--- src/design/drlc_cfg.svh ---
/*
  Constants of the dual register logic cell block: cell counts, register
  offsets, control field positions and reset values.
  Assumes it is included by its bare name from the design files.
*/
`ifndef DRLC_CFG_SVH
`define DRLC_CFG_SVH

`define DRLC_CELLS        10
`define DRLC_REGS         20

`define DRLC_OFF_CTRL     12'h000
`define DRLC_OFF_DTCFG    12'h004
`define DRLC_OFF_CLKSEL   12'h008
`define DRLC_OFF_STATE    12'h00C
`define DRLC_OFF_PINS     12'h010

`define DRLC_CTRL_LEGACY  0
`define DRLC_CTRL_SECURE  1

`define DRLC_RST_CTRL     2'h0
`define DRLC_RST_CFG      20'h0_0000
`define DRLC_ODD_MASK     20'hA_AAAA

`endif

--- src/design/drlc_pkg.sv ---
/*
  Types of the dual register logic cell block.
  Assumes drlc_cfg.svh sits on the include path.
*/
`default_nettype none
`include "drlc_cfg.svh"

package drlc_pkg;

  typedef struct packed {
    logic                     hv;
    logic                     sel;
    logic                     clk;
    logic [`DRLC_CELLS-1:0]   io;
  } drlc_pins_s;

  typedef struct packed {
    logic secure;
    logic legacy;
  } drlc_ctrl_s;

endpackage
`default_nettype wire

--- src/design/drlc_top.sv ---
/*
  Output logic cells of a small programmable logic device: twenty D/T
  flip-flops in ten cells, their clock choice, reset, preset, preload and
  pin enables, with an APB slave for configuration and status.
  Assumes the product terms come from logic on clk and the pins from outside.
*/
`timescale 1ns/1ps
`default_nettype none
`include "drlc_cfg.svh"

module drlc_top #(
  parameter int AW = 12
) (
  input  wire logic                    clk,
  input  wire logic                    reset,
  input  wire logic                    psel,
  input  wire logic                    penable,
  input  wire logic                    pwrite,
  input  wire logic [AW-1:0]           paddr,
  input  wire logic [31:0]             pwdata,
  output var  logic [31:0]             prdata,
  output var  logic                    pready,
  output var  logic                    pslverr,
  input  wire logic                    pin_clk,
  input  wire logic [`DRLC_CELLS-1:0]  pin_in,
  input  wire logic                    preload_hv,
  input  wire logic                    preload_select,
  input  wire logic [`DRLC_REGS-1:0]   sum_term,
  input  wire logic [`DRLC_REGS-1:0]   clk_term,
  input  wire logic [`DRLC_REGS-1:0]   areset_term,
  input  wire logic                    preset_term,
  input  wire logic [`DRLC_CELLS-1:0]  oe_term,
  output var  logic [`DRLC_CELLS-1:0]  pin_out,
  output var  logic [`DRLC_CELLS-1:0]  pin_oe,
  output var  logic [`DRLC_CELLS-1:0]  pin_to_array,
  output var  logic [`DRLC_REGS-1:0]   reg_feedback
);

  localparam int NR = `DRLC_REGS;
  localparam int NC = `DRLC_CELLS;

  drlc_pkg::drlc_pins_s pins_meta;
  drlc_pkg::drlc_pins_s pins_sync;
  drlc_pkg::drlc_pins_s pins_raw;
  drlc_pkg::drlc_ctrl_s ctrl;
  logic                 pclk_prev;
  logic [NR-1:0]        clk_term_prev;
  logic [NR-1:0]        dt_cfg;
  logic [NR-1:0]        clk_sel;
  logic [NR-1:0]        q;
  logic [NR-1:0]        next_q;
  logic [NR-1:0]        ev;
  logic [NR-1:0]        t_eff;
  logic                 pl_act;
  logic                 pin_edge;
  logic                 acc;

  // Pins come from outside and pass two flip-flops before use.
  assign pins_raw = '{hv: preload_hv, sel: preload_select, clk: pin_clk, io: pin_in};

  always_ff @(posedge clk) begin
    if (reset) begin
      pins_meta <= '0;
      pins_sync <= '0;
    end else begin
      pins_meta <= pins_raw;
      pins_sync <= pins_meta;
    end
  end

  always_ff @(posedge clk) begin
    if (reset) begin
      pclk_prev     <= 1'b0;
      clk_term_prev <= '0;
    end else begin
      pclk_prev     <= pins_sync.clk;
      clk_term_prev <= clk_term;
    end
  end

  assign pl_act   = pins_sync.hv;
  assign pin_edge = pins_sync.clk & ~pclk_prev;
  assign t_eff    = dt_cfg & ~{NR{ctrl.legacy}};

  generate
    for (genvar i = 0; i < NR; i++) begin : g_ff
      localparam logic ODD = 1'(i % 2);
      logic use_pin;
      assign use_pin = clk_sel[i] & ~ctrl.legacy;
      // The clock event comes from the shared pin clock where clk_sel picks it outside legacy mode, else from the register's own clock term.
      assign ev[i] = use_pin ? pin_edge : (clk_term[i] & ~clk_term_prev[i]);

      always_comb begin
        next_q[i] = q[i];
        if (areset_term[i]) begin
          next_q[i] = 1'b0;
        end else if (ev[i]) begin
          if (pl_act) begin
            if (pins_sync.sel == ODD) begin
              next_q[i] = pins_sync.io[i/2];
            end
          end else if (preset_term) begin
            next_q[i] = 1'b1;
          end else if (t_eff[i]) begin
            next_q[i] = q[i] ^ sum_term[i];
          end else begin
            next_q[i] = sum_term[i];
          end
        end
      end
    end
  endgenerate

  // Twenty registers, two per cell, each with its own sum, clock and reset terms and one shared preset term.
  always_ff @(posedge clk) begin
    if (reset) begin
      q            <= '0;
      reg_feedback <= '0;
    end else begin
      q            <= next_q;
      reg_feedback <= next_q & ~({NR{ctrl.legacy}} & `DRLC_ODD_MASK);
    end
  end

  function automatic logic [NC-1:0] even_of(input logic [NR-1:0] v);
    for (int c = 0; c < NC; c++) begin
      even_of[c] = v[2*c];
    end
  endfunction

  always_ff @(posedge clk) begin
    if (reset) begin
      pin_out      <= '0;
      pin_oe       <= '0;
      pin_to_array <= '0;
    end else begin
      pin_out      <= even_of(next_q);
      pin_oe       <= oe_term & ~{NC{pl_act}};
      pin_to_array <= pins_sync.io;
    end
  end

  // APB slave: one wait state, write and read at the edge where pready is high.
  function automatic logic hit(input logic [AW-1:0] a, input logic [11:0] off);
    hit = (a == AW'(off));
  endfunction

  function automatic logic [32:0] rd_word(input logic [AW-1:0] a);
    logic [NR-1:0] msk;
    msk = {NR{ctrl.secure}};
    rd_word = {1'b1, 32'h0000_0000};
    if (hit(a, `DRLC_OFF_CTRL)) begin
      rd_word = {1'b0, 30'h0000_0000, ctrl};
    end else if (hit(a, `DRLC_OFF_DTCFG)) begin
      rd_word = {1'b0, 12'h000, dt_cfg | msk};
    end else if (hit(a, `DRLC_OFF_CLKSEL)) begin
      rd_word = {1'b0, 12'h000, clk_sel | msk};
    end else if (hit(a, `DRLC_OFF_STATE)) begin
      rd_word = {1'b0, 12'h000, q};
    end else if (hit(a, `DRLC_OFF_PINS)) begin
      rd_word = {1'b0, 22'h00_0000, pins_sync.io};
    end
  endfunction

  assign acc = psel & penable;

  always_ff @(posedge clk) begin
    if (reset) begin
      pready  <= 1'b0;
      pslverr <= 1'b0;
      prdata  <= 32'h0000_0000;
    end else if (acc && !pready) begin
      pready  <= 1'b1;
      {pslverr, prdata} <= rd_word(paddr);
      if (pwrite) begin
        prdata <= 32'h0000_0000;
      end
    end else begin
      pready  <= 1'b0;
      pslverr <= 1'b0;
      prdata  <= 32'h0000_0000;
    end
  end

  always_ff @(posedge clk) begin
    if (reset) begin
      ctrl    <= `DRLC_RST_CTRL;
      dt_cfg  <= `DRLC_RST_CFG;
      clk_sel <= `DRLC_RST_CFG;
    end else if (acc && pready && pwrite) begin
      if (hit(paddr, `DRLC_OFF_CTRL)) begin
        ctrl.legacy <= pwdata[`DRLC_CTRL_LEGACY];
        ctrl.secure <= ctrl.secure | pwdata[`DRLC_CTRL_SECURE];
      end
      if (hit(paddr, `DRLC_OFF_DTCFG)) begin
        dt_cfg <= pwdata[NR-1:0];
      end
      if (hit(paddr, `DRLC_OFF_CLKSEL)) begin
        clk_sel <= pwdata[NR-1:0];
      end
    end
  end

  property p_areset;
    @(posedge clk) disable iff (reset)
    (|areset_term) |=> ((q & $past(areset_term)) == '0);
  endproperty
  a_areset: assert property (p_areset) else $error("reset term did not clear its register");

  property p_preset;
    @(posedge clk) disable iff (reset)
    (preset_term && !pl_act && (|ev) && areset_term == '0) |=> ((q | ~$past(ev)) == '1);
  endproperty
  a_preset: assert property (p_preset) else $error("preset did not set clocked registers");

  property p_dmode;
    @(posedge clk) disable iff (reset)
    (!preset_term && !pl_act) |=> (((q ^ $past(sum_term)) & $past(ev & ~t_eff & ~areset_term)) == '0);
  endproperty
  a_dmode: assert property (p_dmode) else $error("D register did not capture sum term");

  property p_tmode;
    @(posedge clk) disable iff (reset)
    (!preset_term && !pl_act) |=>
      (((q ^ $past(q) ^ $past(sum_term)) & $past(ev & t_eff & ~areset_term)) == '0);
  endproperty
  a_tmode: assert property (p_tmode) else $error("T register did not toggle on one");

  property p_hold;
    @(posedge clk) disable iff (reset)
    1'b1 |=> (((q ^ $past(q)) & $past(~ev & ~areset_term)) == '0);
  endproperty
  a_hold: assert property (p_hold) else $error("register changed without clock event");

  property p_preload;
    @(posedge clk) disable iff (reset)
    (pl_act && ev[0] && !pins_sync.sel && !areset_term[0] && !areset_term[1])
      |=> (q[0] == $past(pins_sync.io[0])) && (q[1] == $past(q[1]));
  endproperty
  a_preload: assert property (p_preload) else $error("preload did not load selected register");

  property p_secure;
    @(posedge clk) disable iff (reset)
    (ctrl.secure && acc && !pready && !pwrite && hit(paddr, `DRLC_OFF_DTCFG)) |=> (prdata[NR-1:0] == '1);
  endproperty
  a_secure: assert property (p_secure) else $error("secured readback not all ones");

  property p_legacy;
    @(posedge clk) disable iff (reset)
    ctrl.legacy |=> ((reg_feedback & `DRLC_ODD_MASK) == '0);
  endproperty
  a_legacy: assert property (p_legacy) else $error("second register fed back in legacy mode");

  property p_powerup;
    @(posedge clk) disable iff (reset)
    $fell(reset) |-> (q == '0) && (pin_out == '0);
  endproperty
  a_powerup: assert property (p_powerup) else $error("registers not clear after reset");

  property p_oe;
    @(posedge clk) disable iff (reset)
    1'b1 |=> (pin_oe == ($past(oe_term) & ~{NC{$past(pl_act)}}));
  endproperty
  a_oe: assert property (p_oe) else $error("pin enable does not follow its term");

  property p_fb_path;
    @(posedge clk) disable iff (reset)
    !ctrl.legacy |=> (reg_feedback == q);
  endproperty
  a_fb_path: assert property (p_fb_path) else $error("feedback differs from register state");

  property p_pin_path;
    @(posedge clk) disable iff (reset)
    1'b1 |=> (pin_to_array == $past(pins_sync.io));
  endproperty
  a_pin_path: assert property (p_pin_path) else $error("pin input path does not follow the pins");

  property p_pin_out;
    @(posedge clk) disable iff (reset)
    1'b1 |-> (pin_out == even_of(q));
  endproperty
  a_pin_out: assert property (p_pin_out) else $error("pin output differs from first register");

  property p_pin_clock;
    @(posedge clk) disable iff (reset)
    (!ctrl.legacy && pin_edge) |-> ((clk_sel & ~ev) == '0);
  endproperty
  a_pin_clock: assert property (p_pin_clock) else $error("pin clock edge missed a register");

  property p_term_clock;
    @(posedge clk) disable iff (reset)
    1'b1 |-> ((clk_term & ~clk_term_prev & ~clk_sel & ~ev) == '0);
  endproperty
  a_term_clock: assert property (p_term_clock) else $error("clock term edge missed a register");

  property p_legacy_pin;
    @(posedge clk) disable iff (reset)
    (ctrl.legacy && ((clk_term & ~clk_term_prev) == '0)) |-> (ev == '0);
  endproperty
  a_legacy_pin: assert property (p_legacy_pin) else $error("pin clock used in legacy mode");

  property p_preload_odd;
    @(posedge clk) disable iff (reset)
    (pl_act && ev[1] && pins_sync.sel && !areset_term[0] && !areset_term[1])
      |=> (q[1] == $past(pins_sync.io[0])) && (q[0] == $past(q[0]));
  endproperty
  a_preload_odd: assert property (p_preload_odd) else $error("preload did not load second register");

  property p_oe_preload;
    @(posedge clk) disable iff (reset)
    pl_act |=> (pin_oe == '0);
  endproperty
  a_oe_preload: assert property (p_oe_preload) else $error("pin driven during preload");

  property p_secure_clk;
    @(posedge clk) disable iff (reset)
    (ctrl.secure && acc && !pready && !pwrite && hit(paddr, `DRLC_OFF_CLKSEL)) |=> (prdata[NR-1:0] == '1);
  endproperty
  a_secure_clk: assert property (p_secure_clk) else $error("secured clock select not all ones");

  property p_secure_stick;
    @(posedge clk) disable iff (reset)
    ctrl.secure |=> ctrl.secure;
  endproperty
  a_secure_stick: assert property (p_secure_stick) else $error("security bit was cleared");

  property p_areset_pin;
    @(posedge clk) disable iff (reset)
    areset_term[0] |=> !pin_out[0];
  endproperty
  a_areset_pin: assert property (p_areset_pin) else $error("reset term did not clear pin output");

endmodule
`default_nettype wire
--- config.mk ---
export PLATFORM = sky130hd
export DESIGN_NAME = drlc_top
export DESIGN_NICKNAME = d
export VERILOG_FILES = /design/src/design/drlc_pkg.sv /design/src/design/drlc_top.sv
export VERILOG_INCLUDE_DIRS = /design/src /design/src/design
export SDC_FILE = /design/constraint.sdc
export NUM_CORES = 1
export LEC_CHECK = 0
export ABC_AREA = 0
export BUFFER_PORTS_ARGS = -buffer_cell sky130_fd_sc_hd__clkbuf_2
export CAP_MARGIN = 25
export CORE_ASPECT_RATIO = 0.6
export CORE_UTILIZATION = 37
export CTS_BUF_LIST = sky130_fd_sc_hd__clkbuf_4 sky130_fd_sc_hd__clkbuf_8
export DETAILED_ROUTE_END_ITERATION = 6
export GPL_TIMING_DRIVEN = 0
export RECOVER_POWER = 100
export SLEW_MARGIN = 20
export SYNTH_ARGS = -nofsm -noshare
export SYNTH_HDL_FRONTEND = slang
export SYNTH_SLANG_ARGS = --single-unit
--- constraint.sdc ---
create_clock -name clk -period 2.4 [get_ports clk]
set_input_delay 0.36 -clock clk [delete_from_list [all_inputs] [get_ports clk]]
set_output_delay 0.36 -clock clk [all_outputs]
set_load 0.005 [all_outputs]
; Word-level counts from Yosys, hierarchy flattened
; Cells that the tools add are included.
[totals]
register_bits = 193
inputBits = 133
output_inout_bits = 84
word_cells = 280
[op_classes]
eq_ne = 4
muxes = 146
n_bitwise = 94
reduce_logical = 12
[op_table]
columns = operator, n
row1 = $mux W1, 141
row2 = $mux W20, 3
row3 = $and A1 B1 Y1, 42
row4 = $and A20 B20 Y20, 2
row5 = $not A20 Y20, 2
row6 = $or A20 B20 Y20, 2
row7 = $mux W33, 1
row8 = $eq A12 B4 Y1 const B, 2
row9 = $not A1 Y1, 23
row10 = $xor A1 B1 Y1, 20
row11 = $eq A12 B3 Y1 const B, 1
row12 = $eq A12 B5 Y1 const B, 1
row13 = $logic_not A12 Y1, 1
row14 = $and A10 B10 Y10, 1
row15 = $not A10 Y10, 1
row16 = $reduce_or A7 Y1, 1
row17 = $reduce_and A2 Y1, 3
row18 = $reduce_or A6 Y1, 1
row19 = $reduce_or A4 Y1, 1
row20 = $logic_and A1 B1 Y1, 3
row21 = $reduce_or A3 Y1, 1
row22 = $mux W2, 1
row23 = $logic_not A1 Y1, 1
row24 = $or A1 B1 Y1, 1

; Depth between registers and ports, before layout
[logic_depth]
ltp_word = 8
depth_mapped = 7
mapped_depth_nobuf = 5

; Least setup slack after synthesis
; No wires, ideal clock.
[synth_timing]
path_type = input port to flip-flop
startpoint = in paddr[9]
endpoint = reg prdata[3]
arrival_time_ns = 1.912
slack_ns = 0.350
cell_stages = 5
path_cell_list = or4_4 nor4b_4 nand3_2 mux2i_1 o22ai_1
[synth_between]
elab_chain_len = 5
word_cells_on_any_way = 10
cone_classes = eq/ne (4) / mux (4) / reduce/logical (2)
[synth_rtl]
columns = item, line
row1 = from (decl), drlc_top.sv:19  ; input wire logic [AW-1:0] paddr,
row2 = $eq A12 B5 Y1, drlc_top.sv:145  ; hit = (a == AW'(off));
row3 = $mux W33, drlc_top.sv:160  ; end else if (hit(a, `DRLC_OFF_PINS)) begin
row4 = $mux W20, drlc_top.sv:158  ; end else if (hit(a, `DRLC_OFF_STATE)) begin
row5 = $mux W20, drlc_top.sv:156  ; end else if (hit(a, `DRLC_OFF_CLKSEL)) begin
row6 = $mux W20, drlc_top.sv:154  ; end else if (hit(a, `DRLC_OFF_DTCFG)) begin
row7 = to (signal assigned), drlc_top.sv:174  ; {pslverr, prdata} <= rd_word(paddr);
row8 = to (decl), drlc_top.sv:21  ; output var logic [31:0] prdata,
; Parallel ways exist; a longest one is shown, timed or not.
; A chain may end at the register's enable or synchronous reset.

; Final worst setup path
[layout_timing]
startpoint = in paddr[9]
endpoint = reg prdata[18]
[layout_between]
elab_chain_len = 4
word_cells_on_any_way = 8
cone_classes = eq/ne (3) / mux (3) / reduce/logical (2)
[layout_rtl]
columns = item, line
row1 = $eq A12 B4 Y1, drlc_top.sv:145
row2 = $mux W20, drlc_top.sv:158
row3 = $mux W20, drlc_top.sv:156
row4 = $mux W20, drlc_top.sv:154
; Parallel ways exist; a longest one is shown, timed or not.

==> results_tabular.tex <==
\begin{tabular}{lr}
\hline
Metric & Value \\
\hline
\multicolumn{2}{l}{\textbf{Detailed routing}} \\
\quad Wire length reported by the detailed router & 23500 µm \\
\quad Routed wire per std cell & 19.1 µm \\
\quad Detailed-routing iteration count for the pre-antenna-repair pass & 6 \\
\quad DRC violation total after the first TritonRoute iteration & 677 \\
\quad DR vias & 6254 \\
\quad Count of nets left with antenna violations after detail routing & 0 \\
\quad Drt drc & 0 \\
\quad Routed vias/inst & 5.09 \\
\multicolumn{2}{l}{\textbf{Yosys}} \\
\quad Dominant synthesized flop cell & dfxtp\_1 \\
\quad Area leader, netlist & dfxtp\_1 \\
\quad Netlist Area Pre-Place & 6730 µm² \\
\quad Unique masters post-synth & 44 \\
\quad Flops \& latches, synth & 161 \\
\quad Number of flops mapped to enable cells by yosys & 0 \\
\quad Synthesis warning total & 0 \\
\quad Cell count after synthesis & 758 \\
\quad Part of the Yosys area used for sequential elements & 47.9\% \\
\quad Post-synth ARST share & 0\% \\
\quad Area share of the leading cell type in the synthesized netlist & 47.9\% \\
\quad Post-synthesis average cell area & 8.87 µm² \\
\quad Cell types occupying the most area after synthesis & dfxtp\_1 (48\%), mux2i\_1 (5.2\%), nand2\_1 (4.9\%), nor2b\_1 (4.3\%), a211oi\_1 (3.8\%) \\
\multicolumn{2}{l}{\textbf{Final layout}} \\
\quad Area growth, synth to finish & 24.2\% \\
\quad Share of layout cells above drive strength 1 & 24.6\% \\
\quad Final core area utilization & 47.8\% \\
\quad Multi-input gate area & 3020 µm² \\
\quad Filler cell count & 1755 \\
\quad Finished layout cell area & 8350 µm² \\
\quad Sequential standard cell area & 3220 µm² \\
\quad Number of non-filler instances in the completed layout & 1228 \\
\quad Number of nets in the final layout & 1112 \\
\multicolumn{2}{l}{\textbf{Worst setup path}} \\
\quad Sequence of cells on the critical path & clkbuf\_2 > or4\_4 > nor4b\_4 > o211ai\_2 > a2111oi\_0 \\
\quad Worst Setup Start Kind & input pin \\
\quad Category of the critical setup timing path & input pin to flop \\
\quad Endpoint arrival time on the critical path & 2.46 ns \\
\quad Required time at the endpoint of the critical path & 2.70 ns \\
\quad Delay of the slowest cell on the worst path & 0.57 ns \\
\quad Type of element capturing the critical path & flop \\
\quad Crit Path Max Fanout & 10 \\
\quad Worst path slowest cell & or4\_4 \\
\multicolumn{2}{l}{\textbf{Timing}} \\
\quad Tightest Pin Transition & 1.00 ns \\
\quad Post-route clock period utilization & 90.2\% \\
\quad Count of endpoints failing hold in the final timing report & 0 \\
\quad Final hold slack & 0.0526 ns \\
\quad Final setup violation count & 0 \\
\quad Max Fclk & 462 MHz \\
\quad Clk\_skew & 0.0159 ns \\
\quad Final max-slew violation count & 0 \\
\quad Setup repair after global routing missed its margin & no \\
\quad Minimum clock period after layout & 2.17 ns \\
\quad Max-slew headroom & 33.2\% \\
\quad Smallest setup slack after layout & 0.235 ns \\
\quad Setup TNS & 0 ns \\
\multicolumn{2}{l}{\textbf{Floorplan}} \\
\quad Number of rows in the core area & 37 \\
\quad Die span in y & 106 µm \\
\quad X dimension of the die & 176 µm \\
\quad Core footprint & 17500 µm² \\
\quad Ports placed on the boundary & 217 \\
\quad Starting density of the core & 38.5\% \\
\quad Die Footprint & 18700 µm² \\
\multicolumn{2}{l}{\textbf{Power and ir drop}} \\
\quad IR Drop Worst-Case VDD & 0.000338 V \\
\quad Overall power of the completed layout & 5.21 mW \\
\quad Cell area power density & 624 nW/µm² \\
\quad Leakage power figure & 3.50 nW \\
\multicolumn{2}{l}{\textbf{CTS}} \\
\quad Number of buffers on the longest clock path & 2 \\
\quad Skew-Pair Late Insertion Delay & 0.46 ns \\
\quad Number of CTS-inserted buffers & 17 \\
\quad Clk sink count & 161 \\
\quad Count of H-tree levels built during CTS & 4 \\
\quad Root buffer cell & clkbuf\_8 \\
\quad TritonCTS clock tree & built \\
\quad Clock input transition at the sequential cells of the worst setup and hold paths & 0.09 ns \\
\quad Number of hold buffers added after cts & 0 \\
\multicolumn{2}{l}{\textbf{Worst hold path}} \\
\quad Type of the tightest min-delay check & input pin to flop \\
\multicolumn{2}{l}{\textbf{Global routing}} \\
\quad Overall routing resource usage & 25.2\% \\
\quad Overflow left after global routing & 0 \\
\quad Number of antenna violations at the first check in global routing & 2 \\
\quad Pin count of the biggest net entering global routing & 17 \\
\quad Vias in the first global route & 5722 \\
\quad First-pass GRT wire length & 34200 µm \\
\multicolumn{2}{l}{\textbf{Placed design}} \\
\quad Placed cell areas & 8010 µm² \\
\quad Input/output buffers & 190 \\
\quad Pre-CTS setup slack & -0.227 ns \\
\quad Final RePlAce weighted congestion & 0.911 \\
\quad HPWL Detailed & 17000 µm \\
\quad Cell total after placement & 1193 \\
\multicolumn{2}{l}{\textbf{Status}} \\
\quad Outcome & completed \\
\multicolumn{2}{l}{\textbf{Flow run}} \\
\quad Max-cap check violation count & 0 \\
\hline
\end{tabular}
==> path summary, 6_finish.rpt <==
kind | slack [ns] | cells past startpoint | start | to
worst max-delay path | 0.23 | 5 | paddr[9] | prdata[18]$_SDFF_PP0_
worst min-delay path | 0.05 | 2 | areset_term[18] | reg_feedback[18]$_SDFFE_PP0P_
worst max register to register | 0.23 | 7 | ctrl[0]$_SDFFE_PP0P_ | reg_feedback[11]$_SDFF_PP0_
worst min register to register | 0.44 | 1 | pins_meta[12]$_SDFF_PP0_ | pl_act$_SDFF_PP0_
==> cell type report <==
type,count,area share [%]
repair buffers,191,11.1
well taps,234,3.51
plain buffers,80,5.14
clock inverters,15,1.62
flip-flops and latches,161,38.6
diodes,2,0.0599
inverters,21,0.944
clock buffers,17,2.80
multi-input cells,507,36.2
==> kinds of logic after synthesis <==
logic type	after synthesis	synth area share (%)
AOI/OAI and AO/OA	161	15.8
xor gates and xnor gates	17	2.21
buffers and inverters	101	7.50
DFF	161	47.9
muxes	35	5.21
other	1	0.0558
and+or+nand+nor	282	21.3
==> sequential cells by signal, summed over array words and instances (netlist names) <==
register	flops
pslverr	1
clk_sel	20
pl_act	1
pin_oe	10
prdata	20
ctrl	2
pins_meta	13
dt_cfg	20
pready	1
q	10
pclk_prev	1
pin_to_array	10
pins_sync	12
reg_feedback	20
clk_term_prev	20
==> critical path: cells and delay by family <==
family | cells | cell delay, ns
AO/OA/AOI/OAI | 2 | 0.94
buffers and inverters | 1 | 0.08
AND/OR/NAND/NOR | 2 | 1.07
==> power by group <==
| group | internal (mW) | total [mW] | switching (mW) |
|---|---|---|---|
| Combinational | 0.230 | 0.506 | 0.276 |
| Clock | 0.830 | 1.92 | 1.09 |
| Sequential | 2.74 | 2.79 | 0.0480 |
==> cell usage after synthesis, types with 8 or more instances <==
cell and n:
dfxtp_1 161, nand2_1 88, nor2_1 50, nor2b_1 46
a21oi_1 44, clkbuf_1 41, mux2i_1 35, a211oi_1 34
buf_4 32, nor3_1 30, o21ai_0 23, inv_1 21
and2_1 19, a31oi_1 18, nand2b_1 13, a22oi_1 10
nand3b_1 10, xor2_1 10, o22ai_1 8
==> timing repair <==
item / CTS / global route
hold endpoints to repair: 0 / 0
resized for setup: 1 / 4
setup buffers: 0 / 0
gates cloned: 0 / 0
setup endpoints to repair: 6 / 14
==> routing by layer <==
metal / vias up / global-route usage, % / share of wire (%)
met5: - / 0 / 0
met4: 0 / 6.96 / 1.3
met3: 23 / 5.51 / 9.6
met2: 300 / 35.2 / 39
met1: 2909 / 38.0 / 50
li1: 3022 / - / -
==> layout by cell type, fill, tap and decap left out, types with 12 or more instances in the layout <==
cell      netlist  routed
clkbuf_2        0     169
dfxtp_1       161     161
nand2_1        88      88
clkbuf_1       41      64
nor2_1         50      50
nor2b_1        46      46
a21oi_1        44      44
mux2i_1        35      35
a211oi_1       34      34
nor3_1         30      30
o21ai_0        23      23
inv_1          21      21
clkbuf_4        0      20
a31oi_1        18      18
clkbuf_8        0      17
and2_1         19      13
nand2b_1       13      13
buf_4          32      13
conb_1          1      12
Power figures use the tool's default switching activity.
